### config.mk
export PLATFORM = sky130hd
export DESIGN_NAME = ssrl_top
export DESIGN_NICKNAME = d
export VERILOG_FILES = /design/src/rtl/ssrl_pkg.sv /design/src/rtl/ssrl_top.sv
export VERILOG_INCLUDE_DIRS = /design/src /design/src/rtl
export SDC_FILE = /design/constraint.sdc
export NUM_CORES = 1
export LEC_CHECK = 0
export CAP_MARGIN = 40
export CORE_MARGIN = 2
export CORE_UTILIZATION = 69
export DETAILED_ROUTE_END_ITERATION = 12
export DONT_BUFFER_PORTS = 1
export PLACE_DENSITY = 0.85
export SETUP_SLACK_MARGIN = 0.5
export SKIP_CTS_REPAIR_TIMING = 1
export SLEW_MARGIN = 20
export SYNTH_ARGS = -nofsm -noshare
export SYNTH_HDL_FRONTEND = slang
export SYNTH_SLANG_ARGS = --single-unit
### constraint.sdc
create_clock -name sys_clk_i -period 7.3 [get_ports sys_clk_i]
set_clock_uncertainty 0.2 [all_clocks]
set_input_delay 0.365 -clock sys_clk_i [delete_from_list [all_inputs] [get_ports sys_clk_i]]
set_output_delay 0.365 -clock sys_clk_i [all_outputs]
set_load 0.01 [all_outputs]
### src/rtl/ssrl_consts.svh
// Constants of the switch state remote link: timing, framing and sizes.
// Overview of operation
// - After reset the encoder sleeps and drives the line low.
// - Any switch line sampled high wakes the encoder and starts a packet.
// - Each packet captures the switch levels, adds redundancy and shifts out serially.
// - Packets repeat back to back while any switch is high, else sleep.
// - Switch levels are resampled at the start of every packet.
// - A started packet always completes even if all switches drop.
// - The decoder idles until a low to high edge on its serial input.
// - Only packets passing every nibble check update the four output lines.
// - A failing packet is dropped and the decoder hunts for the next one.
// - Outputs hold between valid packets; the hold timer restarts with each.
// - After 131 ms with no valid packet all outputs go low.
// - Rate select low gives 2400 bit/s, high gives 9600 bit/s.
// - Switch input n drives remote output n.
`ifndef SSRL_CONSTS_SVH
`define SSRL_CONSTS_SVH
`define SSRL_CLK_HZ 250000000
`define SSRL_BAUD_SLOW 2400
`define SSRL_BAUD_FAST 9600
`define SSRL_HOLD_MS 131
`define SSRL_LINES 4
`define SSRL_FRAME_BITS 19
`define SSRL_DATA_BITS 16
`define SSRL_CNT_W 32
`define SSRL_FIFO_DEPTH 16
`define SSRL_GAP_BITS 2'h0
`define SSRL_RST_LINES 4'h0
`endif

### src/rtl/ssrl_pkg.sv
// Types shared by the switch state remote link.
`default_nettype none
`include "ssrl_consts.svh"
package ssrl_pkg;
  typedef enum logic [0:0] {SSRL_E_SLEEP = 1'b0, SSRL_E_SEND = 1'b1} ssrl_enc_st_t;
  typedef enum logic [0:0] {SSRL_D_IDLE = 1'b0, SSRL_D_RECV = 1'b1} ssrl_dec_st_t;
  typedef struct packed {
    ssrl_enc_st_t est;
    logic ser;
    logic [`SSRL_FRAME_BITS-1:0] eshreg;
    logic [4:0] ebits;
    logic [`SSRL_CNT_W-1:0] ecyc;
    ssrl_dec_st_t dst;
    logic prev;
    logic [`SSRL_CNT_W-1:0] dcyc;
    logic [4:0] dbits;
    logic [`SSRL_DATA_BITS-1:0] dshreg;
    logic push;
    logic [`SSRL_LINES-1:0] pdata;
    logic hold_act;
    logic [`SSRL_CNT_W-1:0] hold_cnt;
    logic [`SSRL_LINES-1:0] lines;
  } ssrl_state_t;
endpackage
`default_nettype wire

### src/rtl/ssrl_top.sv
// Switch state remote link: encoder, decoder and the decoder's update FIFO.
`default_nettype none
`include "ssrl_consts.svh"
module ssrl_fifo #(
  parameter int WIDTH = `SSRL_LINES,
  parameter int DEPTH = `SSRL_FIFO_DEPTH
) (
  // Clock and reset.
  input wire logic sys_clk_i,
  input wire logic resetn_i,
  // Fill side.
  input wire logic in_valid_i,
  output logic in_ready_o,
  input wire logic [WIDTH-1:0] in_data_i,
  // Drain side.
  output logic out_valid_o,
  input wire logic out_ready_i,
  output logic [WIDTH-1:0] out_data_o
);
  localparam int AW = $clog2(DEPTH);
  typedef struct packed {
    logic [DEPTH-1:0][WIDTH-1:0] mem;
    logic [AW-1:0] wp;
    logic [AW-1:0] rp;
    logic [AW:0] cnt;
  } ssrl_fifo_st_t;
  ssrl_fifo_st_t r, next_r;
  logic wr, rd;

  // Pointers wrap naturally, so the depth must be a power of two.
  if (DEPTH < 2 || (DEPTH & (DEPTH - 1)) != 0 || WIDTH < 1) begin : g_bad
    $error("ssrl_fifo: DEPTH must be a power of two of at least 2");
  end

  // Flags come from the occupancy count so full and empty are exact.
  assign in_ready_o = (r.cnt != (AW+1)'(DEPTH));
  assign out_valid_o = (r.cnt != '0);
  assign out_data_o = r.mem[r.rp];
  assign wr = in_valid_i && in_ready_o;
  assign rd = out_valid_o && out_ready_i;

  // Next state of the FIFO.
  always_comb begin
    next_r = r;
    if (wr) begin
      next_r.mem[r.wp] = in_data_i;
      next_r.wp = r.wp + 1'b1;
    end
    if (rd) begin
      next_r.rp = r.rp + 1'b1;
    end
    if (wr && !rd) begin
      next_r.cnt = r.cnt + 1'b1;
    end else if (rd && !wr) begin
      next_r.cnt = r.cnt - 1'b1;
    end
  end

  // State register.
  always_ff @(posedge sys_clk_i) begin
    if (!resetn_i) begin
      r <= '0;
    end else begin
      r <= next_r;
    end
  end
endmodule

module ssrl_top
  import ssrl_pkg::*;
#(
  parameter logic [`SSRL_CNT_W-1:0] BIT_CYC_SLOW = `SSRL_CNT_W'(`SSRL_CLK_HZ / `SSRL_BAUD_SLOW),
  parameter logic [`SSRL_CNT_W-1:0] BIT_CYC_FAST = `SSRL_CNT_W'(`SSRL_CLK_HZ / `SSRL_BAUD_FAST),
  parameter logic [`SSRL_CNT_W-1:0] HOLD_CYC = `SSRL_CNT_W'(`SSRL_CLK_HZ / 1000 * `SSRL_HOLD_MS),
  parameter int FIFO_DEPTH = `SSRL_FIFO_DEPTH
) (
  // Clock and reset.
  input wire logic sys_clk_i,
  input wire logic resetn_i,
  // Encoder side.
  input wire logic [`SSRL_LINES-1:0] switch_lines_i,
  input wire logic enc_rate_sel_i,
  output logic ser_o,
  // Decoder side.
  input wire logic ser_i,
  input wire logic dec_rate_sel_i,
  input wire logic upd_ready_i,
  output logic [`SSRL_LINES-1:0] switch_lines_o
);
  ssrl_state_t r, next_r;
  logic [`SSRL_CNT_W-1:0] ebit, dbit;
  logic [`SSRL_DATA_BITS-1:0] rx;
  logic chk_ok, last_smp, f_ready, f_valid;
  logic [`SSRL_LINES-1:0] f_data;

  // The bit counters need at least a few cycles to find a centre.
  if (BIT_CYC_SLOW < 4 || BIT_CYC_FAST < 4 || HOLD_CYC < 1) begin : g_bad
    $error("ssrl_top: bit and hold counts too small");
  end

  // shared frame format: start bit, data with complement twice, then two low gap bits.
  function automatic logic [`SSRL_FRAME_BITS-1:0] build(input logic [`SSRL_LINES-1:0] d);
    return {1'b1, d, ~d, d, ~d, `SSRL_GAP_BITS};
  endfunction

  assign ebit = enc_rate_sel_i ? BIT_CYC_FAST : BIT_CYC_SLOW;
  assign dbit = dec_rate_sel_i ? BIT_CYC_FAST : BIT_CYC_SLOW;
  assign rx = {r.dshreg[`SSRL_DATA_BITS-2:0], ser_i};
  assign chk_ok = (rx[15:12] == ~rx[11:8]) && (rx[7:4] == ~rx[3:0]) && (rx[15:12] == rx[7:4]);
  assign last_smp = (r.dst == SSRL_D_RECV) && (r.dcyc == '0) && (r.dbits == 5'h1);

  // Valid packets queue here, up to FIFO_DEPTH; one arriving while the FIFO is full is dropped.
  ssrl_fifo #(.WIDTH(`SSRL_LINES), .DEPTH(FIFO_DEPTH)) u_fifo (
    .sys_clk_i(sys_clk_i),
    .resetn_i(resetn_i),
    .in_valid_i(r.push),
    .in_ready_o(f_ready),
    .in_data_i(r.pdata),
    .out_valid_o(f_valid),
    .out_ready_i(upd_ready_i),
    .out_data_o(f_data)
  );

  // Next state of encoder, decoder and output hold stage.
  always_comb begin
    next_r = r;
    next_r.prev = ser_i;
    next_r.push = 1'b0;
    case (r.est)
      SSRL_E_SLEEP: begin
        next_r.ser = 1'b0;
        // wake when any line is high.
        if (|switch_lines_i) begin
          next_r.est = SSRL_E_SEND;
          next_r.ser = 1'b1;
          next_r.eshreg = build(switch_lines_i) << 1;
          next_r.ebits = 5'(`SSRL_FRAME_BITS - 1);
          next_r.ecyc = ebit - 1'b1;
        end
      end
      SSRL_E_SEND: begin
        if (r.ecyc != '0) begin
          next_r.ecyc = r.ecyc - 1'b1;
        end else if (r.ebits != '0) begin
          // shift out, no exit mid packet.
          next_r.ser = r.eshreg[`SSRL_FRAME_BITS-1];
          next_r.eshreg = r.eshreg << 1;
          next_r.ebits = r.ebits - 1'b1;
          next_r.ecyc = ebit - 1'b1;
        end else if (|switch_lines_i) begin
          next_r.ser = 1'b1;
          next_r.eshreg = build(switch_lines_i) << 1;
          next_r.ebits = 5'(`SSRL_FRAME_BITS - 1);
          next_r.ecyc = ebit - 1'b1;
        end else begin
          next_r.est = SSRL_E_SLEEP;
          next_r.ser = 1'b0;
        end
      end
      default: next_r.est = SSRL_E_SLEEP;
    endcase
    case (r.dst)
      SSRL_D_IDLE: begin
        // start at a rising edge; first sample mid data bit.
        if (ser_i && !r.prev) begin
          next_r.dst = SSRL_D_RECV;
          next_r.dcyc = dbit + (dbit >> 1) - 1'b1;
          next_r.dbits = 5'(`SSRL_DATA_BITS);
        end
      end
      SSRL_D_RECV: begin
        if (r.dcyc != '0) begin
          next_r.dcyc = r.dcyc - 1'b1;
        end else begin
          next_r.dshreg = rx;
          next_r.dbits = r.dbits - 1'b1;
          next_r.dcyc = dbit - 1'b1;
          if (r.dbits == 5'h1) begin
            // push only checked packets, else drop.
            next_r.dst = SSRL_D_IDLE;
            next_r.push = chk_ok && f_ready;
            next_r.pdata = rx[15:12];
          end
        end
      end
      default: next_r.dst = SSRL_D_IDLE;
    endcase
    if (f_valid && upd_ready_i) begin
      next_r.lines = f_data;
      next_r.hold_act = 1'b1;
      next_r.hold_cnt = HOLD_CYC - 1'b1;
    end else if (r.hold_act) begin
      if (r.hold_cnt == '0) begin
        next_r.lines = `SSRL_RST_LINES;
        next_r.hold_act = 1'b0;
      end else begin
        next_r.hold_cnt = r.hold_cnt - 1'b1;
      end
    end
  end

  // State register; reset lands in sleep.
  always_ff @(posedge sys_clk_i) begin
    if (!resetn_i) begin
      r <= '0;
    end else begin
      r <= next_r;
    end
  end

  assign ser_o = r.ser;
  assign switch_lines_o = r.lines;
endmodule
`default_nettype wire

; ---- Word level (Yosys, flattened, before mapping)
; Cells that the tools add are included.
[word_totals]
register_bits = 232
in_bits = 10
wordCells = 134
[classes]
n_addsub = 13
order_cmp = 3
n_eq_ne = 12
mux = 31
n_bitwise = 9
reduce_logical = 31
[ops]
columns = cell, n
row1 = case mux 58 bit (2 select lines), 1
row2 = 2-to-1 mux 37 bit, 3
row3 = 2-to-1 mux 32 bit, 3
row4 = subtractor 32 x 1 -> 32 bit (second input constant), 3
row5 = case mux 37 bit (2 select lines), 1
row6 = bitwise mux 64 bit, 1
row7 = nonzero test 32 bit, 2
row8 = 2-to-1 mux 58 bit, 1
row9 = 2-to-1 mux 57 bit, 1
row10 = 2-to-1 mux 56 bit, 1
row11 = 2-to-1 mux 26 bit, 2
row12 = subtractor 17 x 1 -> 18 bit (second input constant), 2
row13 = 2-to-1 mux 17 bit, 2
row14 = zero test 32 bit, 1
row15 = subtractor 18 x 1 -> 19 bit (second input constant), 1
row16 = adder 17 x 16 -> 18 bit, 1
row17 = binary-select mux 4 bit (select 4 bit), 1
row18 = demux 4 bit (select 4 bit), 1
row19 = 2-to-1 mux 5 bit, 3
row20 = subtractor 5 x 1 -> 5 bit (second input constant), 3
row21 = == test 4 bit, 3
row22 = 2-to-1 mux 4 bit, 3
row23 = NOT 4 bit, 3
row24 = AND reduction 2 bit, 6
row25 = other kinds (20), 50

; ---- Longest topological paths before layout
; Gate-level depths: netlist (run 1).
[logic_depth]
depth_word = 8
ltp_mapped = 15
ltp_nobuf = 13

; ---- By module
; Synthesis (run 1) repeated with hierarchy kept, for this count alone.
[hier_totals]
cells_unflattened = 1267
area_unflattened_um2 = 11449.7
[modules_own_cells]
columns = module, instances, cells_per_inst, area_per_inst_um2
row1 = ssrl_top, 1, 914, 7425.9
row2 = ssrl_fifo, 1, 353, 4023.9

; ---- Least setup slack after synthesis (run 1)
; Ideal clock, no wire load.
[synth_path]
path_type = register -> register
from = register u_fifo.r[1] in the netlist's numbering
to = register u_fifo.r[4] in the netlist's numbering
setup_time_ps = 128
arrival_time_ps = 2957
required_time_ps = 6972
slack_ps = 4016
stages_incl_launch_ff = 16
path_buffers = 2
period_less_slack_ps = 3284
cell_sequence = dfxtp_1 nor3_1 nand2_1 o21a_1 inv_1 clkbuf_1 clkbuf_1 ha_1 inv_1 ha_1 nor2b_1 o21a_1 or3_1 a21oi_1 xnor2_1 nor2_1
[synth_between]
elab_chain_cells = 5
word_cells_on_any_way = 13
[synth_lines]
columns = item, line_no
row1 = from (decl), ssrl_top.sv:27  ; ssrl_fifo_st_t r, next_r;
row2 = from (signal assigned), ssrl_top.sv:64  ; r <= next_r;
row3 = "parallel branches: the longest is 5 deep, another holds subtractor 5 x 1 -> 5 bit", n/a
; Parallel ways; which one is timed is not known. The select of a mux whose other input is x is not followed.
; A chain may end at the register's enable or synchronous reset.

; ---- Worst setup path after layout (run 1)
; Ends and elaborated chain as after synthesis.

==> results_dict.tcl, run 1 <==
set metrics [dict create \
    cp.arrival_ns 3.79 \
    min_period_over_period 0.494 \
    grt_use_total 0.287 \
    antenna_left 0 \
    multiInputGateArea_um2 5840 \
    r2r_cells 13 \
    r2r-end "u_fifo.r[4]" \
    grt_overflow 0 \
    gp_congestion 0.871 \
    crit_chain "nor3_1, nand2_1, o21a_1, inv_1, ha_1, inv_1, ha_1, nor2b_1, o21a_1, or3_1, a21oi_1, xnor2_1, nor2_1" \
    h-tree-depth 1 \
    fill_cells 1078 \
    ys_ff_latch 230 \
    crit_start "u_fifo.r[1]" \
    synthCells 1263 \
    drive_gt1_frac 0.0760 \
    ff2ff_setup_slack_ns 3.70 \
    initial_core_util 0.711 \
    critPathMaxStageDelay_ns 0.52 \
    clockBufferDepth 3 \
    fmax_mhz 278 \
    status "finished clean" \
    die_w_um 130 \
    clock_latency_ns 0.52 \
    hold_start "ser_i" \
    tightest_slew_ns 0.826 \
    cp-end-kind "flop" \
    path_delay_family "simple AND/OR/NAND/NOR gates" \
    numCtsBuffers 24 \
    coreArea_um2 15300 \
    hold_class "input port to flop" \
    post-dp-hpwl_mm 15.2 \
    grt_pass1_vias 8637 \
    path_clk_slew_ns 0.07 \
    wl_mm 24.5 \
    area_growth_pct 8.95 \
    hold_viol_final 0 \
    dp_slack_ns 3.70 \
    path_class "flop to flop" \
    holdPathEnd "r[41]" \
    cp_num_buf_inv 2 \
    ys_seq_area_frac 0.423 \
    holdWs_ns 0.0523 \
    placementRows 45 \
    cap_violations 0 \
    fin_setup_tns_ns 0 \
    synth_area_per_cell_um2 8.63 \
    async_flop_share 0 \
    cts_root_buffer "clkbuf_16" \
    syn_area_um2 10900 \
    final_nets 1260 \
    antenna_found_initial 0 \
    peakVddDrop_mv 0.214 \
    utilization 0.775 \
    yosysUniqueCellTypes 63 \
    slew_headroom 0.447 \
    dieArea_um2 16800 \
    finalPower_uw 2860 \
    grt_pass1_wl_mm 40.4 \
    tritoncts "yes" \
    cp-start-kind "flop" \
    setup-violations-final 0 \
    r2r-start "u_fifo.r[1]" \
    synth_edf_count 0 \
    hold_path_depth 3 \
    io_pins 15 \
    yosys_warnings 0 \
    viasPerCell 6.33 \
    first_iter_violations 806 \
    clock-sinks 230 \
    syn_nets 1291 \
    timing.final.crit_period_ns 3.60 \
    top_usage_layer "met2" \
    critical_path.max_fanout 20 \
    drv_slew 0 \
    grt_use_met2 0.494 \
    dieHeight_um 130 \
    dr.pass1.iters 6 \
    p_per_area_nw_per_um2 241 \
    grtUsageMet1 0.374 \
    cp_slowest_cell "inv_1" \
    seq_area_um2 4600 \
    diodes 0 \
    wl_per_cell_um 16.8 \
    rsz0062_at_grt "false" \
    cp.required_ns 7.48 \
    leakage_uw 0.00468 \
    grt_max_degree 73 \
    ys.flop_type "dfxtp_1" \
    vias 9254 \
    worst_slack_ns 3.70 \
    drc_errors 0 \
    port_buffers 0 \
    globalRouteMet3Util 0.0438 \
]
## cell usage after synthesis (all sizes together) (5+ instances only)
| cell | n | area share |
|---|---|---|
| a211oi | 5 | 0.0034 |
| a21oi | 83 | 0.038 |
| a221oi | 18 | 0.014 |
| a31oi | 21 | 0.012 |
| and2 | 5 | 0.0029 |
| buf | 17 | 0.0082 |
| clkbuf | 66 | 0.023 |
| dfxtp | 230 | 0.42 |
| ha | 17 | 0.020 |
| inv | 34 | 0.012 |
| mux2i | 64 | 0.059 |
| mux4 | 20 | 0.041 |
| nand2 | 82 | 0.028 |
| nand2b | 5 | 0.0029 |
| nand3 | 55 | 0.025 |
| nand4 | 19 | 0.011 |
| nand4b | 6 | 0.0048 |
| nor2 | 184 | 0.063 |
| nor2b | 10 | 0.0057 |
| nor3 | 46 | 0.022 |
| nor4 | 30 | 0.018 |
| nor4bb | 8 | 0.0073 |
| o211ai | 11 | 0.0076 |
| o21ai | 80 | 0.037 |
| o22ai | 5 | 0.0029 |
| o31ai | 8 | 0.0055 |
| or2 | 5 | 0.0029 |
| or3 | 11 | 0.0063 |
| or4 | 10 | 0.0076 |
| xnor2 | 22 | 0.018 |
| xor2 | 35 | 0.028 |
## through the flow
stage | std cells | area (µm²)
CTS | 1447 | 11700
global placement | 1398 | 10900
detailed placement | 1403 | 10900
finish | 1461 | 11900
global route | 1461 | 11900
floorplan | 1263 | 10900
## cells in the final DEF, fill, tap and decap left out, types with 25 or more instances in the layout
cell type and n:
a21oi_1 83, clkbuf_16 25, dfxtp_1 230, inv_1 34, mux2i_1 64, nand2_1 82
nand3_1 55, nor2_1 183, nor3_1 44, nor4_1 28, o21ai_0 79, xor2_1 35
## worst max path at each step
stage	endpoint	depth (start not counted)
after global routing	u_fifo.r[4]	13
final	u_fifo.r[4]	13
after detailed placement	u_fifo.r[4]	13
after global placement	u_fifo.r[4]	13
after CTS	u_fifo.r[4]	13
after floorplan	u_fifo.r[4]	15
## cell type report
class                      instances  share of cell area
multi-input combinational        915               0.492
clock buffer                      33              0.0594
timing repair buffer              26              0.0192
clock inverter                    11             0.00822
tap                              211              0.0222
inverter                          35              0.0113
sequential                       230               0.388
## cells by family after synthesis
family                   share of synthesized area
multiplexers                                 0.100
AO/OA/AOI/OAI                                0.146
flip-flops                                   0.423
XOR/XNOR                                    0.0458
buffers and inverters                       0.0429
AND/OR/NAND/NOR                              0.222
adder cells (fa/ha/maj)                     0.0214
## registers in the layout, summed over array words and instances, names as in the netlist
| register | cells |
|---|---|
| u_fifo.r | 77 |
| ser_o | 1 |
| switch_lines_o | 4 |
| r | 148 |
## tightest hold or removal path, delay by kind of cell
kind / cells / cell delay, ns
compound gates: 1 / 0.17
simple gates: 2 / 0.17
## power breakdown
group	internal (µW)	leakage, µW	switching, µW
clock	716	0.000398	502
combinational	102	0.00242	194
sequential	1300	0.00187	44.0
## routing by layer
metal  vias up  part of all wire
li1       4480                 -
met2       294              0.49
met5         -                 0
met3        58             0.052
met1      4422              0.44
met4         0             0.023
No activity file was read; power rests on OpenSTA's default activity.
==> inputs of run 2 (changes only) <==
--- a/config.mk
+++ b/config.mk
@@ -6,12 +6,13 @@
 export SDC_FILE = /design/constraint.sdc
 export NUM_CORES = 1
 export LEC_CHECK = 0
+export ABC_AREA = 1
 export CAP_MARGIN = 40
 export CORE_MARGIN = 2
-export CORE_UTILIZATION = 69
+export CORE_UTILIZATION = 64
 export DETAILED_ROUTE_END_ITERATION = 12
 export DONT_BUFFER_PORTS = 1
-export PLACE_DENSITY = 0.85
+export PLACE_DENSITY = 0.8
 export SETUP_SLACK_MARGIN = 0.5
 export SKIP_CTS_REPAIR_TIMING = 1
 export SLEW_MARGIN = 20
==> constraint.sdc (replaced) <==
create_clock -name sys_clk_i -period 3.6 [get_ports sys_clk_i]
set_clock_uncertainty 0.2 [all_clocks]
set_input_delay 0.18 -clock sys_clk_i [delete_from_list [all_inputs] [get_ports sys_clk_i]]
set_output_delay 0.18 -clock sys_clk_i [all_outputs]
set_load 0.01 [all_outputs]
==> run 2 against run 1 <==
  * Non-clock buffer count fell by 1
  * Clock power rose by 120%
  * First-iteration DRC count rose by 48%
  * Final area rose by 13%
  * Global-route usage rose by 1.8 points
  * Routed wire length rose by 27%
  * Critical path type unchanged
  * Highest routed layer unchanged
==> results_dict.tcl, run 2 <==
set metrics [dict create \
    status "finished clean" \
    syn_nets 1918 \
    layout.cells.most_common "nand2_1" \
    area_growth_pct 8.38 \
    r2r-end "r[104]" \
    ys_top_cells_by_area "dfxtp_1 37%, nand2_1 14%, a21oi_1 7.8%" \
    yosys_warnings 0 \
    post-dp-hpwl_mm 20.8 \
    clock-sinks 230 \
    cap_violations 0 \
    netlist.area_leader.share 0.372 \
    die_w_um 143 \
    r2r_cells 13 \
    antenna_left 0 \
    placementRows 50 \
    peakVddDrop_mv 0.398 \
    cp_slowest_cell "dfxtp_1" \
    async_flop_share 0 \
    ys_seq_area_frac 0.372 \
    min_period_over_period 0.726 \
    h-tree-depth 1 \
    grt_pass1_wl_mm 52.2 \
    mostFrequentLayoutCells "475 x nand2_1, 242 x nor2_1, 230 x dfxtp_1" \
    fill_cells 1631 \
    critical_path.max_fanout 20 \
    synth_edf_count 0 \
    seq_area_um2 4600 \
    cp-start-kind "flop" \
    clock_latency_ns 0.53 \
    grt_use_met2 0.496 \
    cp.required_ns 3.87 \
    grtUsageMet1 0.433 \
    clockBufferDepth 3 \
    grt_overflow 0 \
    largest_register "r" \
    diodes 0 \
    crit_chain "inv_1, ha_1, nand2_1, nor2_1, nand2_1, nor2_4, inv_2, nand2_4, nand2_2, clkinv_2, nor2_1, o21ai_0, nand2_1" \
    placed_cell_area_um2 12400 \
    tritoncts "yes" \
    crit_top_cell "nand2_1" \
    grt_pass1_vias 11018 \
    yosysUniqueCellTypes 47 \
    ys_ff_latch 230 \
    first_iter_violations 1192 \
    path_class "flop to flop" \
    synth_area_per_cell_um2 6.54 \
    largest_reg_flops 148 \
    rsz0062_at_grt "false" \
    synth_most_common_cell "nand2_1" \
    setup-violations-final 0 \
    multiInputGateArea_um2 6720 \
    path_clk_slew_ns 0.06 \
    initial_core_util 0.657 \
    final_nets 1891 \
    netlist_top_cells_count "475 x nand2_1, 242 x nor2_1, 230 x dfxtp_1, 192 x a21oi_1, 173 x inv_1" \
    antenna_found_initial 0 \
    switching_share 0.362 \
    p_per_area_nw_per_um2 594 \
    synthCells 1890 \
    stdcell_area_um2 13400 \
    top_usage_layer "met2" \
    pwr-share-comb 0.289 \
    critPathMaxStageDelay_ns 0.37 \
    cp.arrival_ns 2.89 \
    tightest_slew_ns 0.819 \
    globalRouteMet3Util 0.0359 \
    ys.flop_type "dfxtp_1" \
    vias 12200 \
    crit_end "r[104]" \
    wl_mm 31.0 \
    power.internal_uw 5070 \
    io_pins 15 \
    drive_gt1_frac 0.0458 \
    cts_root_buffer "clkbuf_16" \
    drc_errors 0 \
    leakage_uw 0.00565 \
    timing.final.crit_period_ns 2.61 \
    cp-end-kind "flop" \
    dieHeight_um 143 \
    coreArea_um2 18800 \
    hold_viol_final 0 \
    netSwitchingPower_uw 2880 \
    numCtsBuffers 25 \
    ff2ff_setup_slack_ns 0.99 \
    synth_top_area_cell "dfxtp_1" \
    wl_per_cell_um 14.5 \
    grt_use_total 0.305 \
    port_buffers 0 \
    gp_congestion 0.974 \
    fmax_mhz 383 \
    fin_setup_tns_ns 0 \
    dr.pass1.iters 6 \
    seq_power_share 0.379 \
    hold_class "input port to flop" \
    clkPwrFrac 0.331 \
    syn_area_um2 12400 \
    dieArea_um2 20500 \
    r2r-start "r[98]" \
    grt_max_degree 104 \
    drv_slew 0 \
    viasPerCell 5.70 \
    crit_start "r[98]" \
    slew_headroom 0.453 \
]
## run 2: cell count changes after synthesis, sizes merged, moves of 16 or more
| cell | previous run | this run |
|---|---|---|
| o21ai | 80 | 125 |
| inv | 34 | 175 |
| clkbuf | 66 | 50 |
| nor2 | 184 | 252 |
| a21oi | 83 | 192 |
| mux4 | 20 | 0 |
| nand2 | 82 | 482 |
| nor3 | 46 | 16 |
| nor4 | 30 | 3 |
| nand3 | 55 | 146 |
| nand4 | 19 | 55 |
| a221oi | 18 | 0 |
| mux2i | 64 | 0 |
## run 2: cell type report
class	instances	area share
multi-input cells	1403	0.502
repair buffers	25	0.0174
well taps	260	0.0243
inverters	178	0.0500
clock inverters	8	0.00775
flip-flops and latches	230	0.344
clock buffers	35	0.0555
## run 2: kinds of logic after synthesis
family | share of synthesized area
AOI/OAI and AO/OA | 0.153
DFF | 0.372
buffers and inverters | 0.0841
and+or+nand+nor | 0.332
xor gates and xnor gates | 0.0404
adders and majority gates | 0.0188
## run 2: worst min-delay path by stage
stage	start	to	slack [ns]	cells past startpoint
final	resetn_i	r[95]	0.12	3
after global routing	resetn_i	r[95]	0.13	3
after CTS	ser_i	r[95]	-0.46	2
after detailed placement	ser_i	r[95]	0.08	2
after global placement	ser_i	r[95]	0.08	2
after floorplan	ser_i	r[95]	0.07	2
## run 2: worst max-delay path: cells and delay by family, from the launching register on
kind	cells	cell delay, ns
fa+ha+maj	1	0.19
compound gates	1	0.10
flops	1	0.37
buf+inv	3	0.69
simple gates	8	0.99
## run 2: power groups by stage
stage	Clock (µW)	Combinational, µW	Sequential (µW)
2_1_floorplan	0	1850	2960
3_3_place_gp	0	2190	3060
3_5_place_dp	0	2230	3060
4_1_cts	2660	2240	3010
5_1_grt	2760	2650	3050
6_report	2630	2300	3020
## run 2: through the flow
stage / utilization / worst slack, ns / power, µW / hold slack (ns) / std cells
5_1_grt: 0.712 / 0.728 / 8450 / 0.129 / 2139
4_1_cts: 0.705 / 1.01 / 7920 / -0.463 / 2128
3_5_place_dp: 0.660 / 1.02 / 5290 / 0.0795 / 2085
3_3_place_gp: 0.660 / 1.04 / 5250 / 0.0771 / 2085
6_report: 0.712 / 0.986 / 7960 / 0.121 / 2139
2_1_floorplan: - / 0.863 / 4800 / 0.0735 / 1890
## run 2: layer usage
layer	vias to the layer above	wire length, µm
met5	-	0
met1	5592	14500
met4	0	447
met2	432	14200
li1	6134	-
met3	42	1900
